===== src/srwa_pkg.sv =====
// Purpose: shared constants for the sysref window and alignment calibration block
// Assumes: AXI4-Lite register access, 32-bit data, one register per aligned word
// Notes:   register indices are multiplied by four to form byte addresses
package srwa_pkg;

  ////////////////////////////////////////////////////////////////////////////
  // register indices and address width
  localparam logic [11:0] CLK_CTRL0_IDX  = 12'h029;
  localparam logic [11:0] POS_FLAGS0_IDX = 12'h02C;
  localparam logic [11:0] POS_FLAGS1_IDX = 12'h02D;
  localparam logic [11:0] POS_FLAGS2_IDX = 12'h02E;
  localparam logic [11:0] CAL_EN_IDX     = 12'h2B0;
  localparam logic [11:0] CAL_CFG_IDX    = 12'h2B1;
  localparam logic [11:0] CAL_STAT_IDX   = 12'h2B2;
  localparam logic [11:0] TAD_IDX        = 12'h2B8;
  localparam int          ADDR_W         = 12;

  ////////////////////////////////////////////////////////////////////////////
  // field positions
  localparam int SEL_LSB     = 0;
  localparam int SEL_W       = 4;
  localparam int STEP_BIT    = 4;
  localparam int CLOCK_INVERT_DELAY_BIT = 16;
  localparam int TAD_CRS_LSB = 8;
  localparam int TAD_FIN_LSB = 0;
  localparam int STAT_DONE   = 24;
  localparam int STAT_VALID  = 25;
  localparam int STAT_NOLOCK = 26;
  localparam int NUM_POS     = 24;
  localparam int DLY_W       = 8;

  ////////////////////////////////////////////////////////////////////////////
  // reset values and limits
  localparam logic [31:0] CLK_CTRL0_RST = 32'h0000_0000;
  localparam logic [31:0] CAL_CFG_RST   = 32'h0000_0000;
  localparam logic [31:0] TAD_RST       = 32'h0000_0000;
  localparam logic [7:0]  COARSE_MAX    = 8'hFF;
  localparam logic [1:0]  EDGES_NEEDED  = 2'h3;
  localparam logic [1:0]  RESP_OKAY     = 2'h0;
  localparam logic [1:0]  RESP_SLVERR   = 2'h2;

  ////////////////////////////////////////////////////////////////////////////
  // timing
  localparam int CLK_PERIOD_NS = 50;
  localparam int SETTLE_NS     = 2000;
  localparam int SETTLE_CYC    = (SETTLE_NS + CLK_PERIOD_NS - 1) / CLK_PERIOD_NS;

  typedef enum logic [2:0] {
    CAL_IDLE,
    CAL_SETTLE,
    CAL_WAIT_EDGE,
    CAL_CHECK,
    CAL_FINISH
  } srwa_cal_state_type;

endpackage : srwa_pkg


===== src/srwa_sysref_window_autocal.sv =====
// Purpose: sysref position detector, sampling position select and automatic
//          aperture delay search, behind an AXI4-Lite register slave
// Assumes: analog taps and phase comparator are asynchronous to i_sys_clk
// Notes:   one clock domain, synchronous active-high reset
`timescale 1ns/1ps
`default_nettype none
module srwa_sysref_window_autocal
  import srwa_pkg::*;
#(
  parameter int SETTLE_CYCLES = SETTLE_CYC
) (
  // clock and reset
  input  wire  logic                i_sys_clk,
  input  wire  logic                i_rst,
  // axi4-lite write address and data
  input  wire  logic [ADDR_W-1:0]   i_awaddr,
  input  wire  logic                i_awvalid,
  output logic                      o_awready,
  input  wire  logic [31:0]         i_wdata,
  input  wire  logic [3:0]          i_wstrb,
  input  wire  logic                i_wvalid,
  output logic                      o_wready,
  // axi4-lite write response
  output logic [1:0]                o_bresp,
  output logic                      o_bvalid,
  input  wire  logic                i_bready,
  // axi4-lite read
  input  wire  logic [ADDR_W-1:0]   i_araddr,
  input  wire  logic                i_arvalid,
  output logic                      o_arready,
  output logic [31:0]               o_rdata,
  output logic [1:0]                o_rresp,
  output logic                      o_rvalid,
  input  wire  logic                i_rready,
  // analog front end
  input  wire  logic                i_sysref,
  input  wire  logic [NUM_POS-1:0]  i_tap_samples,
  input  wire  logic                i_clk_fall_early,
  // delay and window controls
  output logic                      o_position_step_fine,
  output logic [SEL_W-1:0]          o_sample_position_select,
  output logic                      o_clock_invert_delay,
  output logic [DLY_W-1:0]          o_coarse_delay_step,
  output logic [DLY_W-1:0]          o_fine_delay_step
);

  function automatic logic [31:0] merge(input logic [31:0] old_v,
                                        input logic [31:0] new_v,
                                        input logic [3:0]  strb);
    logic [31:0] res;
    res = old_v;
    for (int b = 0; b < 4; b++) begin
      if (strb[b]) begin
        res[8*b +: 8] = new_v[8*b +: 8];
      end
    end
    return res;
  endfunction : merge

  function automatic logic [ADDR_W-1:0] baddr(input logic [11:0] idx);
    return ADDR_W'({idx, 2'b00});
  endfunction : baddr

  ////////////////////////////////////////////////////////////////////////////
  // input synchronisers
  logic [2:0]         sr_sync_reg;
  logic [NUM_POS-1:0] tap_s1_reg;
  logic [NUM_POS-1:0] tap_s2_reg;
  logic [1:0]         early_sync_reg;

  always_ff @(posedge i_sys_clk) begin
    if (i_rst) begin
      sr_sync_reg    <= 3'h0;
      tap_s1_reg     <= 24'h00_0000;
      tap_s2_reg     <= 24'h00_0000;
      early_sync_reg <= 2'h0;
    end else begin
      sr_sync_reg    <= {sr_sync_reg[1:0], i_sysref};
      tap_s1_reg     <= i_tap_samples;
      tap_s2_reg     <= tap_s1_reg;
      early_sync_reg <= {early_sync_reg[0], i_clk_fall_early};
    end
  end

  wire sysref_rise = sr_sync_reg[1] & ~sr_sync_reg[2];
  wire early_now   = early_sync_reg[1];

  ////////////////////////////////////////////////////////////////////////////
  // axi4-lite slave
  logic [ADDR_W-1:0] aw_addr_reg;
  logic              aw_full_reg;
  logic [31:0]       w_data_reg;
  logic [3:0]        w_strb_reg;
  logic              w_full_reg;
  logic              bvalid_reg;
  logic [1:0]        bresp_reg;
  logic              rvalid_reg;
  logic [1:0]        rresp_reg;
  logic [31:0]       rdata_reg;
  logic [31:0]       clk_ctrl0_reg;
  logic [31:0]       cal_cfg_reg;
  logic [31:0]       tad_reg;
  logic              cal_en_reg;

  assign o_awready = ~aw_full_reg & ~bvalid_reg;
  assign o_wready  = ~w_full_reg & ~bvalid_reg;
  assign o_arready = ~rvalid_reg;
  assign o_bvalid  = bvalid_reg;
  assign o_bresp   = bresp_reg;
  assign o_rvalid  = rvalid_reg;
  assign o_rresp  = rresp_reg;
  assign o_rdata   = rdata_reg;

  wire wr_go = aw_full_reg & w_full_reg & ~bvalid_reg;
  wire wr_ctl = wr_go && aw_addr_reg == baddr(CLK_CTRL0_IDX);
  wire wr_en  = wr_go && aw_addr_reg == baddr(CAL_EN_IDX);
  wire wr_cfg = wr_go && aw_addr_reg == baddr(CAL_CFG_IDX);
  wire wr_tad = wr_go && aw_addr_reg == baddr(TAD_IDX);
  wire wr_hit = wr_ctl | wr_en | wr_cfg | wr_tad;

  wire [31:0] ctl_merged = merge(clk_ctrl0_reg, w_data_reg, w_strb_reg);
  wire [31:0] en_merged  = merge({31'h0, cal_en_reg}, w_data_reg, w_strb_reg);
  wire [31:0] cfg_merged = merge(cal_cfg_reg, w_data_reg, w_strb_reg);
  wire [31:0] tad_merged = merge(tad_reg, w_data_reg, w_strb_reg);

  always_ff @(posedge i_sys_clk) begin
    if (i_rst) begin
      aw_addr_reg <= '0;
      aw_full_reg <= 1'b0;
      w_data_reg  <= 32'h0000_0000;
      w_strb_reg  <= 4'h0;
      w_full_reg  <= 1'b0;
      bvalid_reg  <= 1'b0;
      bresp_reg   <= RESP_OKAY;
    end else begin
      if (i_awvalid && o_awready) begin
        aw_addr_reg <= i_awaddr;
        aw_full_reg <= 1'b1;
      end
      if (i_wvalid && o_wready) begin
        w_data_reg <= i_wdata;
        w_strb_reg <= i_wstrb;
        w_full_reg <= 1'b1;
      end
      if (wr_go) begin
        aw_full_reg <= 1'b0;
        w_full_reg  <= 1'b0;
        bvalid_reg  <= 1'b1;
        bresp_reg   <= wr_hit ? RESP_OKAY : RESP_SLVERR;
      end else if (bvalid_reg && i_bready) begin
        bvalid_reg <= 1'b0;
      end
    end
  end

  ////////////////////////////////////////////////////////////////////////////
  // window control, calibration config and calibration enable registers
  always_ff @(posedge i_sys_clk) begin
    if (i_rst) begin
      clk_ctrl0_reg <= CLK_CTRL0_RST;
      cal_cfg_reg   <= CAL_CFG_RST;
      cal_en_reg    <= 1'b0;
    end else begin
      if (wr_ctl) begin
        // only the first sixteen positions can be chosen
        clk_ctrl0_reg <= {27'h0, ctl_merged[STEP_BIT], ctl_merged[SEL_LSB +: SEL_W]};
      end
      if (wr_cfg) begin
        cal_cfg_reg <= {24'h0, cfg_merged[7:0]};
      end
      if (wr_en) begin
        cal_en_reg <= en_merged[0];
      end
    end
  end

  assign o_position_step_fine     = clk_ctrl0_reg[STEP_BIT];
  assign o_sample_position_select = clk_ctrl0_reg[SEL_LSB +: SEL_W];

  ////////////////////////////////////////////////////////////////////////////
  // position detector
  logic [NUM_POS-1:0] flag_acc_reg;
  logic [1:0]         edge_cnt_reg;
  logic               step_prev_reg;

  // a tap next to a level change in the sampled sysref has little margin
  wire [NUM_POS-1:0] trans    = tap_s2_reg ^ {tap_s2_reg[NUM_POS-2:0], tap_s2_reg[0]};
  wire [NUM_POS-1:0] near_edg = trans | {1'b0, trans[NUM_POS-1:1]};
  wire               flags_ok = edge_cnt_reg == EDGES_NEEDED;
  wire [NUM_POS-1:0] pos_flags = {1'b1, flag_acc_reg[NUM_POS-2:1], 1'b1};

  always_ff @(posedge i_sys_clk) begin
    if (i_rst) begin
      flag_acc_reg  <= 24'h00_0000;
      edge_cnt_reg  <= 2'h0;
      step_prev_reg <= 1'b0;
    end else begin
      step_prev_reg <= o_position_step_fine;
      if (step_prev_reg != o_position_step_fine) begin
        // tap spacing changed, start a fresh observation
        flag_acc_reg <= 24'h00_0000;
        edge_cnt_reg <= 2'h0;
      end else if (sysref_rise) begin
        flag_acc_reg <= flag_acc_reg | near_edg;
        if (!flags_ok) begin
          edge_cnt_reg <= edge_cnt_reg + 2'h1;
        end
      end
    end
  end

  ////////////////////////////////////////////////////////////////////////////
  // alignment search
  srwa_cal_state_type state_reg;
  logic [15:0]        settle_reg;
  logic               inv_reg;
  logic [DLY_W-1:0]   coarse_reg;
  logic               prev_early_reg;
  logic [1:0]         hit_reg;
  logic [DLY_W-1:0]   hit_crs0_reg;
  logic [DLY_W-1:0]   hit_crs1_reg;
  logic               done_reg;
  logic               nolock_reg;
  logic               en_prev_reg;
  logic [16:0]        found_reg;

  wire en_rise   = cal_en_reg & ~en_prev_reg;
  wire aligned   = coarse_reg != 8'h00 && prev_early_reg && !early_now;
  wire last_step = aligned || coarse_reg == COARSE_MAX;
  // smaller coarse wins, the non-inverted side on a tie
  wire pick_inv  = hit_reg[1] && (!hit_reg[0] || hit_crs1_reg < hit_crs0_reg);
  wire [DLY_W-1:0] pick_crs = pick_inv ? hit_crs1_reg : hit_crs0_reg;
  wire searching = state_reg != CAL_IDLE && state_reg != CAL_FINISH;

  always_ff @(posedge i_sys_clk) begin
    if (i_rst) begin
      state_reg      <= CAL_IDLE;
      settle_reg     <= 16'h0000;
      inv_reg        <= 1'b0;
      coarse_reg     <= 8'h00;
      prev_early_reg <= 1'b0;
      hit_reg        <= 2'h0;
      hit_crs0_reg   <= 8'h00;
      hit_crs1_reg   <= 8'h00;
      done_reg       <= 1'b0;
      nolock_reg     <= 1'b0;
      en_prev_reg    <= 1'b0;
      found_reg      <= 17'h0_0000;
    end else begin
      en_prev_reg <= cal_en_reg;
      if (en_rise) begin
        done_reg   <= 1'b0;
        nolock_reg <= 1'b0;
        inv_reg    <= 1'b0;
        coarse_reg <= 8'h00;
        hit_reg    <= 2'h0;
        settle_reg <= 16'(SETTLE_CYCLES);
        state_reg  <= CAL_SETTLE;
      end else if (!cal_en_reg) begin
        state_reg <= CAL_IDLE;
      end else begin
        case (state_reg)
          CAL_SETTLE: begin
            if (settle_reg <= 16'h0001) begin
              state_reg <= CAL_WAIT_EDGE;
            end else begin
              settle_reg <= settle_reg - 16'h0001;
            end
          end
          CAL_WAIT_EDGE: begin
            if (sysref_rise) begin
              state_reg <= CAL_CHECK;
            end
          end
          CAL_CHECK: begin
            prev_early_reg <= early_now;
            settle_reg     <= 16'(SETTLE_CYCLES);
            state_reg      <= CAL_SETTLE;
            if (aligned && !inv_reg) begin
              hit_reg[0]   <= 1'b1;
              hit_crs0_reg <= coarse_reg;
            end else if (aligned) begin
              hit_reg[1]   <= 1'b1;
              hit_crs1_reg <= coarse_reg;
            end
            if (!last_step) begin
              coarse_reg <= coarse_reg + 8'h01;
            end else if (!inv_reg) begin
              inv_reg    <= 1'b1;
              coarse_reg <= 8'h00;
            end else begin
              state_reg <= CAL_FINISH;
            end
          end
          CAL_FINISH: begin
            found_reg  <= {pick_inv, pick_crs, cal_cfg_reg[7:0]};
            nolock_reg <= hit_reg == 2'h0;
            done_reg   <= 1'b1;
            state_reg  <= CAL_IDLE;
          end
          default: begin
            state_reg <= CAL_IDLE;
          end
        endcase
      end
    end
  end

  ////////////////////////////////////////////////////////////////////////////
  // delay setting, kept after calibration until rewritten
  wire cal_load = state_reg == CAL_FINISH && cal_en_reg && !en_rise;

  always_ff @(posedge i_sys_clk) begin
    if (i_rst) begin
      tad_reg <= TAD_RST;
    end else if (cal_load) begin
      tad_reg <= {15'h0, pick_inv, pick_crs, cal_cfg_reg[7:0]};
    end else if (wr_tad) begin
      tad_reg <= {15'h0, tad_merged[16:0]};
    end
  end

  // inverting the clock adds half a period of delay
  assign o_clock_invert_delay = searching ? inv_reg : tad_reg[CLOCK_INVERT_DELAY_BIT];
  assign o_coarse_delay_step  = searching ? coarse_reg : tad_reg[TAD_CRS_LSB +: DLY_W];
  assign o_fine_delay_step    = searching ? cal_cfg_reg[7:0] : tad_reg[TAD_FIN_LSB +: DLY_W];

  ////////////////////////////////////////////////////////////////////////////
  // read path
  // done already reads low in the cycle the enable rise is seen
  wire [31:0] stat_word = {5'h0, nolock_reg, flags_ok, done_reg & ~en_rise, 7'h0, found_reg};
  logic [31:0] rd_word;
  logic        rd_hit;

  always_comb begin
    rd_hit  = 1'b1;
    rd_word = 32'h0000_0000;
    if (i_araddr == baddr(CLK_CTRL0_IDX)) begin
      rd_word = clk_ctrl0_reg;
    end else if (i_araddr == baddr(POS_FLAGS0_IDX)) begin
      rd_word = {24'h0, pos_flags[7:0]};
    end else if (i_araddr == baddr(POS_FLAGS1_IDX)) begin
      rd_word = {24'h0, pos_flags[15:8]};
    end else if (i_araddr == baddr(POS_FLAGS2_IDX)) begin
      rd_word = {24'h0, pos_flags[23:16]};
    end else if (i_araddr == baddr(CAL_EN_IDX)) begin
      rd_word = {31'h0, cal_en_reg};
    end else if (i_araddr == baddr(CAL_CFG_IDX)) begin
      rd_word = cal_cfg_reg;
    end else if (i_araddr == baddr(CAL_STAT_IDX)) begin
      rd_word = stat_word;
    end else if (i_araddr == baddr(TAD_IDX)) begin
      rd_word = tad_reg;
    end else begin
      rd_hit = 1'b0;
    end
  end

  always_ff @(posedge i_sys_clk) begin
    if (i_rst) begin
      rvalid_reg <= 1'b0;
      rresp_reg  <= RESP_OKAY;
      rdata_reg  <= 32'h0000_0000;
    end else if (i_arvalid && o_arready) begin
      rvalid_reg <= 1'b1;
      rresp_reg  <= rd_hit ? RESP_OKAY : RESP_SLVERR;
      rdata_reg  <= rd_word;
    end else if (rvalid_reg && i_rready) begin
      rvalid_reg <= 1'b0;
    end
  end

endmodule : srwa_sysref_window_autocal
`default_nettype wire


===== config.mk =====
export PLATFORM = sky130hd
export DESIGN_NAME = srwa_sysref_window_autocal
export DESIGN_NICKNAME = d
export VERILOG_FILES = /design/src/srwa_pkg.sv /design/src/srwa_sysref_window_autocal.sv
export SDC_FILE = /design/constraint.sdc
export NUM_CORES = 1
export LEC_CHECK = 0
export BUFFER_PORTS_ARGS = -buffer_cell sky130_fd_sc_hd__buf_2
export CORE_AREA = 4 4 137 139
export DETAILED_ROUTE_END_ITERATION = 12
export DIE_AREA = 0 0 141 143
export PLACE_DENSITY = 0.83
export RECOVER_POWER = 25
export SYNTH_ARGS = -nofsm -noshare
export SYNTH_HDL_FRONTEND = slang
export SYNTH_SLANG_ARGS = --single-unit

===== constraint.sdc =====
create_clock -name i_sys_clk -period 2.32 [get_ports i_sys_clk]
set_input_delay 0.464 -clock i_sys_clk [delete_from_list [all_inputs] [get_ports i_sys_clk]]
set_output_delay 0.464 -clock i_sys_clk [all_outputs]
set_load 0.02 [all_outputs]

After elaboration in Yosys (flattened, before gate mapping)
Index checks and enable logic that the tools add are counted.
{"block": "totals", "ff_bits": 250, "input_bits": 93, "out_inout_bits": 63, "elab_cells": 195}
{"block": "op_classes", "add_sub_neg": 3, "order_cmp": 2, "n_eq_ne": 27, "mux": 44, "n_bitwise": 23, "n_reduce_logical": 58}
{"operator": "2-to-1 mux 27 bit", "count": 7}
{"operator": "== test 12 bit, second input constant", "count": 7}
{"operator": "== test 12 x 8 -> 1 bit, second input constant", "count": 5}
{"operator": "2-to-1 mux 8 bit", "count": 7}
{"operator": "2-to-1 mux 17 bit", "count": 3}
{"operator": "one-hot mux 16 bit (2 select lines)", "count": 1}
{"operator": "OR 24 x 23 -> 24 bit", "count": 1}
{"operator": "OR 24 bit", "count": 1}
{"operator": "XOR 24 bit", "count": 1}
{"operator": "AND reduction 3 bit", "count": 7}
{"operator": "AND reduction 2 bit", "count": 10}
{"operator": "<= comparator 16 x 1 -> 1 bit, second input constant", "count": 1}
{"operator": "logical AND 1 bit", "count": 16}
{"operator": "2-to-1 mux 1 bit", "count": 16}
{"operator": "2-to-1 mux 16 bit", "count": 1}
{"operator": "nonzero test 2 bit", "count": 8}
{"operator": "subtractor 16 x 1 -> 16 bit, second input constant", "count": 1}
{"operator": "2-to-1 mux 3 bit", "count": 4}
{"operator": "2-to-1 mux 6 bit", "count": 2}
{"operator": "NOT 1 bit", "count": 10}
{"operator": "one-hot mux 3 bit (3 select lines)", "count": 1}
{"operator": "adder 8 x 1 -> 8 bit, second input constant", "count": 1}
{"operator": "== test 8 bit, second input constant", "count": 1}
{"operator": "< comparator 8 bit", "count": 1}
{"operator": "other kinds (21)", "count": 44}

Logic depth before layout (Yosys ltp)
{"block": "depth", "depth_word": 11, "mapped_depth": 9, "ltp_nobuf": 8}

Worst setup path before layout
No wires, ideal clock.
{"block": "synth_path", "path_type": "register -> register", "from": "register hit_crs0_reg[4]", "to": "register tad_reg[12]", "setup_time_ns": 0.086, "arrival_ns": 2.041, "required_ns": 2.234, "slack_ns": 0.194, "stages_incl_launch_ff": 9, "n_path_buf": 0, "synth_period_minus_slack_ns": 2.126, "cell_sequence": "dfxtp_1 inv_1 ha_1 a21o_1 a21oi_1 o21ai_0 a41oi_2 mux2_2 a211oi_1"}
{"block": "synth_between", "elab_chain_cells": 5}
{"item": "from (decl)", "line": "srwa_sysref_window_autocal.sv:220", "text": "logic [DLY_W-1:0] hit_crs0_reg;"}
{"item": "from (signal assigned)", "line": "srwa_sysref_window_autocal.sv:281", "text": "hit_crs0_reg <= coarse_reg;"}
{"item": "< comparator 8 bit", "line": "srwa_sysref_window_autocal.sv:231", "text": "wire pick_inv = hit_reg[1] && (!hit_reg[0] || hit_crs1_reg < hit_crs0_reg);"}
{"item": "logical OR 1 bit", "line": "srwa_sysref_window_autocal.sv:231"}
{"item": "logical AND 1 bit", "line": "srwa_sysref_window_autocal.sv:231"}
{"item": "2-to-1 mux 8 bit (*)", "line": "srwa_sysref_window_autocal.sv:232", "text": "wire [DLY_W-1:0] pick_crs = pick_inv ? hit_crs1_reg : hit_crs0_reg;"}
{"item": "2-to-1 mux 17 bit (*)", "line": "srwa_sysref_window_autocal.sv:316", "text": "end else if (cal_load) begin"}
{"item": "to (signal assigned)", "line": "srwa_sysref_window_autocal.sv:317", "text": "tad_reg <= {15'h0, pick_inv, pick_crs, cal_cfg_reg[7:0]};"}
{"item": "to (signal assigned)", "line": "srwa_sysref_window_autocal.sv:319", "text": "tad_reg <= {15'h0, tad_merged[16:0]};"}
{"item": "to (decl)", "line": "srwa_sysref_window_autocal.sv:102", "text": "logic [31:0] tad_reg;"}
Every way passes the cells marked *; elsewhere a longest branch is shown, timed or not.
A chain may end at the register's enable or synchronous reset.

Final worst setup path
{"block": "layout_path", "from": "register state_reg[0]", "to": "output o_fine_delay_step[5]"}
{"block": "layout_between", "elab_chain_cells": 3, "word_cells_on_any_way": 4, "cone_classes": "1 x eq/ne; 1 x mux; 2 x reduce/logical"}
{"item": "from (decl)", "line": "srwa_sysref_window_autocal.sv:214", "text": "srwa_cal_state_type state_reg;"}
{"item": "from (signal assigned)", "line": "srwa_sysref_window_autocal.sv:237", "text": "state_reg <= CAL_IDLE;"}
{"item": "from (signal assigned)", "line": "srwa_sysref_window_autocal.sv:258", "text": "state_reg <= CAL_SETTLE;"}
{"item": "from (signal assigned)", "line": "srwa_sysref_window_autocal.sv:260", "text": "state_reg <= CAL_IDLE;"}
{"item": "inequality test 3 bit / nonzero test 3 bit (equally long branches)", "line": "srwa_sysref_window_autocal.sv:233", "text": "wire searching = state_reg != CAL_IDLE && state_reg != CAL_FINISH;"}
{"item": "logical AND 1 bit (*)", "line": "srwa_sysref_window_autocal.sv:233"}
{"item": "2-to-1 mux 8 bit (*)", "line": "srwa_sysref_window_autocal.sv:326", "text": "assign o_fine_delay_step = searching ? cal_cfg_reg[7:0] : tad_reg[TAD_FIN_LSB +: DLY_W];"}
{"item": "to (decl)", "line": "srwa_sysref_window_autocal.sv:44", "text": "output logic [DLY_W-1:0] o_fine_delay_step"}
Marked as above.

==> summary.md <==
| Metric | Value |
|---|---|
| Status | completed |
| Part of the power in registers | 51.3% |
| Tightest Pin Transition | 1230 ps |
| Gpl congestion | 0.909 |
| WHS | 151 ps |
| Clock Sinks | 234 |
| Clk_lat worst skew | 500 ps |
| Core box area | 0.0177 mm² |
| Die Height | 143 µm |
| Gate power share | 6.1% |
| Initial antenna violation count | 2 |
| Switching part of the total | 22.9% |
| Worst Hold Class | input port to flip-flop |
| Overall Global Routing Usage | 23.3% |
| Number of global-route vias before repair | 8,130 |
| Cell count after synthesis | 1,135 |
| Synth area leaders | dfxtp_1 (47%), nor2_1 (5.4%), nand2_1 (5.2%) |
| Crit Path Class | flip-flop to output pin |
| Crit path arrival time | 1800 ps |
| Initial core utilization | 56.1% |
| Most frequent cells in the layout | dfxtp_1 (233), nor2_1 (141), nand2_1 (135), buf_2 (125), a21oi_1 (80) |
| H-tree lvl count | 1 |
| IO Count | 156 |
| Clock buffer depth | 3 |
| Total Wirelength | 24,800 µm |
| # nets final | 1,372 |
| Post-synth EDFFs | 0 |
| CTS Root Cell | clkbuf_16 |
| Finished layout cell area | 0.0117 mm² |
| Width of the die | 141 µm |
| Post-DP HPWL | 17,100 µm |
| Post-synth design cell area | 0.00991 mm² |
| Met1 wire length | 10,400 µm |
| Skew final | 11.9 ps |
| Finish-stage setup viols | 0 |
| Die area | 0.0202 mm² |
| Post-synthesis async set-or-reset flop share | 0% |
| Vias/cell | 5.71 |
| CP endpoint kind | output pin |
| Final core utilization | 66.1% |
| Vias | 8,636 |
| Synth top area share | 47.3% |
| DRC violations left | 0 |
| Primary FF master, synth | dfxtp_1 |
| Synth cell types | 71 |
| Synthesis Warnings | 0 |
| Commonest non-fill, non-tap cell in the layout | dfxtp_1 |
| First-pass GRT wire length | 39,000 µm |
| Clock power share | 42.7% |
| Seq/Total Area, Yosys | 47.3% |
| Final Critical Period | 2260 ps |
| PD cells | 703 mW/mm² |
| Pint | 6.32 mW |
| Fraction of layout cells with a size suffix above 1 | 19.9% |
| Largest net degree at the start of global routing | 69 |
| Sum Neg Setup Slack | 0 ps |
| Max IR drop VDD | 681 µV |
| 1st-iter DRT viols | 827 |
| Top layer used by detailed routing | met4 |
| Worst rel slew slack | 17.1% |
| Total power | 8.20 mW |
| Area leader, netlist | dfxtp_1 |
| TritonCTS buffer count | 23 |
| Period utilization | 97.4% |
| Total grt overflow | 0 |
| Post-DP Area | 0.0109 mm² |
| Sw Pwr | 1.88 mW |
| Area Overhead vs Synth | 17.7% |
| Detail Route Antenna Nets | 0 |
| Max-slew violation count | 0 |
| Clock transition at the registers of the reported paths | 60 ps |
| Crit start category | flip-flop |
| Mean Syn Cell Area | 8.73 µm² |
| FF+latch count, synth | 234 |
| CTS tree | built |
| Worst path required time | 1860 ps |
| Fmax achieved | 442 MHz |
| Final hold vios | 0 |
| RSZ-0062 raised after global routing | true |
| Leak | 4.89 nW |
| # rows | 49 |
| Wire length on met2 | 12,000 µm |
| Port-buffer cells | 125 |
| Metal3 WL | 1790 µm |
| Storage cell area | 0.00469 mm² |
| Router iterations before antenna repair | 5 |
| Crit Path Max Fanout | 9 |
| WL/cell | 16.4 µm |
| Layout fillers | 1,389 |
| Multi-input logic area | 0.00490 mm² |
| Max_cap viols | 0 |
path summary, 6_finish.rpt:
| kind | slack [ps] | to | start | depth (start not counted) |
|---|---|---|---|---|
| hold / removal | 150 | o_rvalid | i_rready | 2 |
| hold reg to reg | 430 | tap_s2_reg[23] | tap_s1_reg[23] | 1 |
| setup / recovery | 60 | o_fine_delay_step[5] | state_reg[0] | 4 |
| setup reg to reg | 90 | coarse_reg[0] | coarse_reg[1] | 8 |
per-layer routing:
metal	vias to the layer above	track usage [%]
li1	4190	-
met1	4082	30.5
met2	315	39.8
met3	49	3.42
met4	0	7.75
met5	-	0
worst max-delay path: stages, from the launching register on:
cell	delay [ps]
dfxtp_1	380
nor2_4	180
buf_6	190
mux2_2	370
buf_2	170
cells in the mapped netlist, types with 23 or more instances:
| cell | instances |
|---|---|
| a21oi_1 | 80 |
| clkbuf_1 | 55 |
| dfxtp_1 | 234 |
| inv_1 | 24 |
| mux2_2 | 24 |
| mux2i_1 | 38 |
| nand2_1 | 136 |
| nand3_1 | 49 |
| nor2_1 | 142 |
| nor2b_1 | 62 |
| nor3_1 | 23 |
| or3_1 | 30 |
metrics by stage:
| stage | std cells | worst slack (ps) |
|---|---|---|
| after floorplan | 1148 | 194 |
| after global placement | 1468 | 20.5 |
| after detailed placement | 1468 | -2.01 |
| after CTS | 1507 | 7.36 |
| after global routing | 1512 | -47.1 |
| final | 1512 | 59.2 |
power groups by stage:
stage | combinational, mW | clock [mW] | sequential [mW]
2_1_floorplan | 0.327 | 0 | 4.28
6_report | 0.499 | 3.50 | 4.20
3_3_place_gp | 0.478 | 0 | 4.28
5_1_grt | 0.551 | 3.68 | 4.21
3_5_place_dp | 0.490 | 0 | 4.29
4_1_cts | 0.496 | 3.51 | 4.20
cells by family after synthesis:
| group | share of synthesized area (%) |
|---|---|
| multiplexers | 6.56 |
| adder cells (fa/ha/maj) | 1.51 |
| XOR/XNOR | 1.50 |
| AND/OR/NAND/NOR | 25.0 |
| other | 0.0378 |
| flip-flops | 47.3 |
| buffers and inverters | 4.52 |
| AO/OA/AOI/OAI | 13.6 |
layout make-up:
type / count / area share [%]
Multi-Input combinational cell: 812 / 42.0
Sequential cell: 234 / 40.2
Timing Repair Buffer: 172 / 8.51
Clock buffer: 32 / 5.74
Tap cell: 229 / 2.46
Inverter: 24 / 0.772
Clock inverter: 7 / 0.300
Antenna cell: 2 / 0.0429
repair_timing:
action                                  CTS  global route
pin swaps                                 0             4
gates cloned                              0             1
endpoints found under the setup margin   16            52
hold buffers                              0             0
setup buffers                             0             2
resized for setup                         2            20
Power figures use the tool's default switching activity.
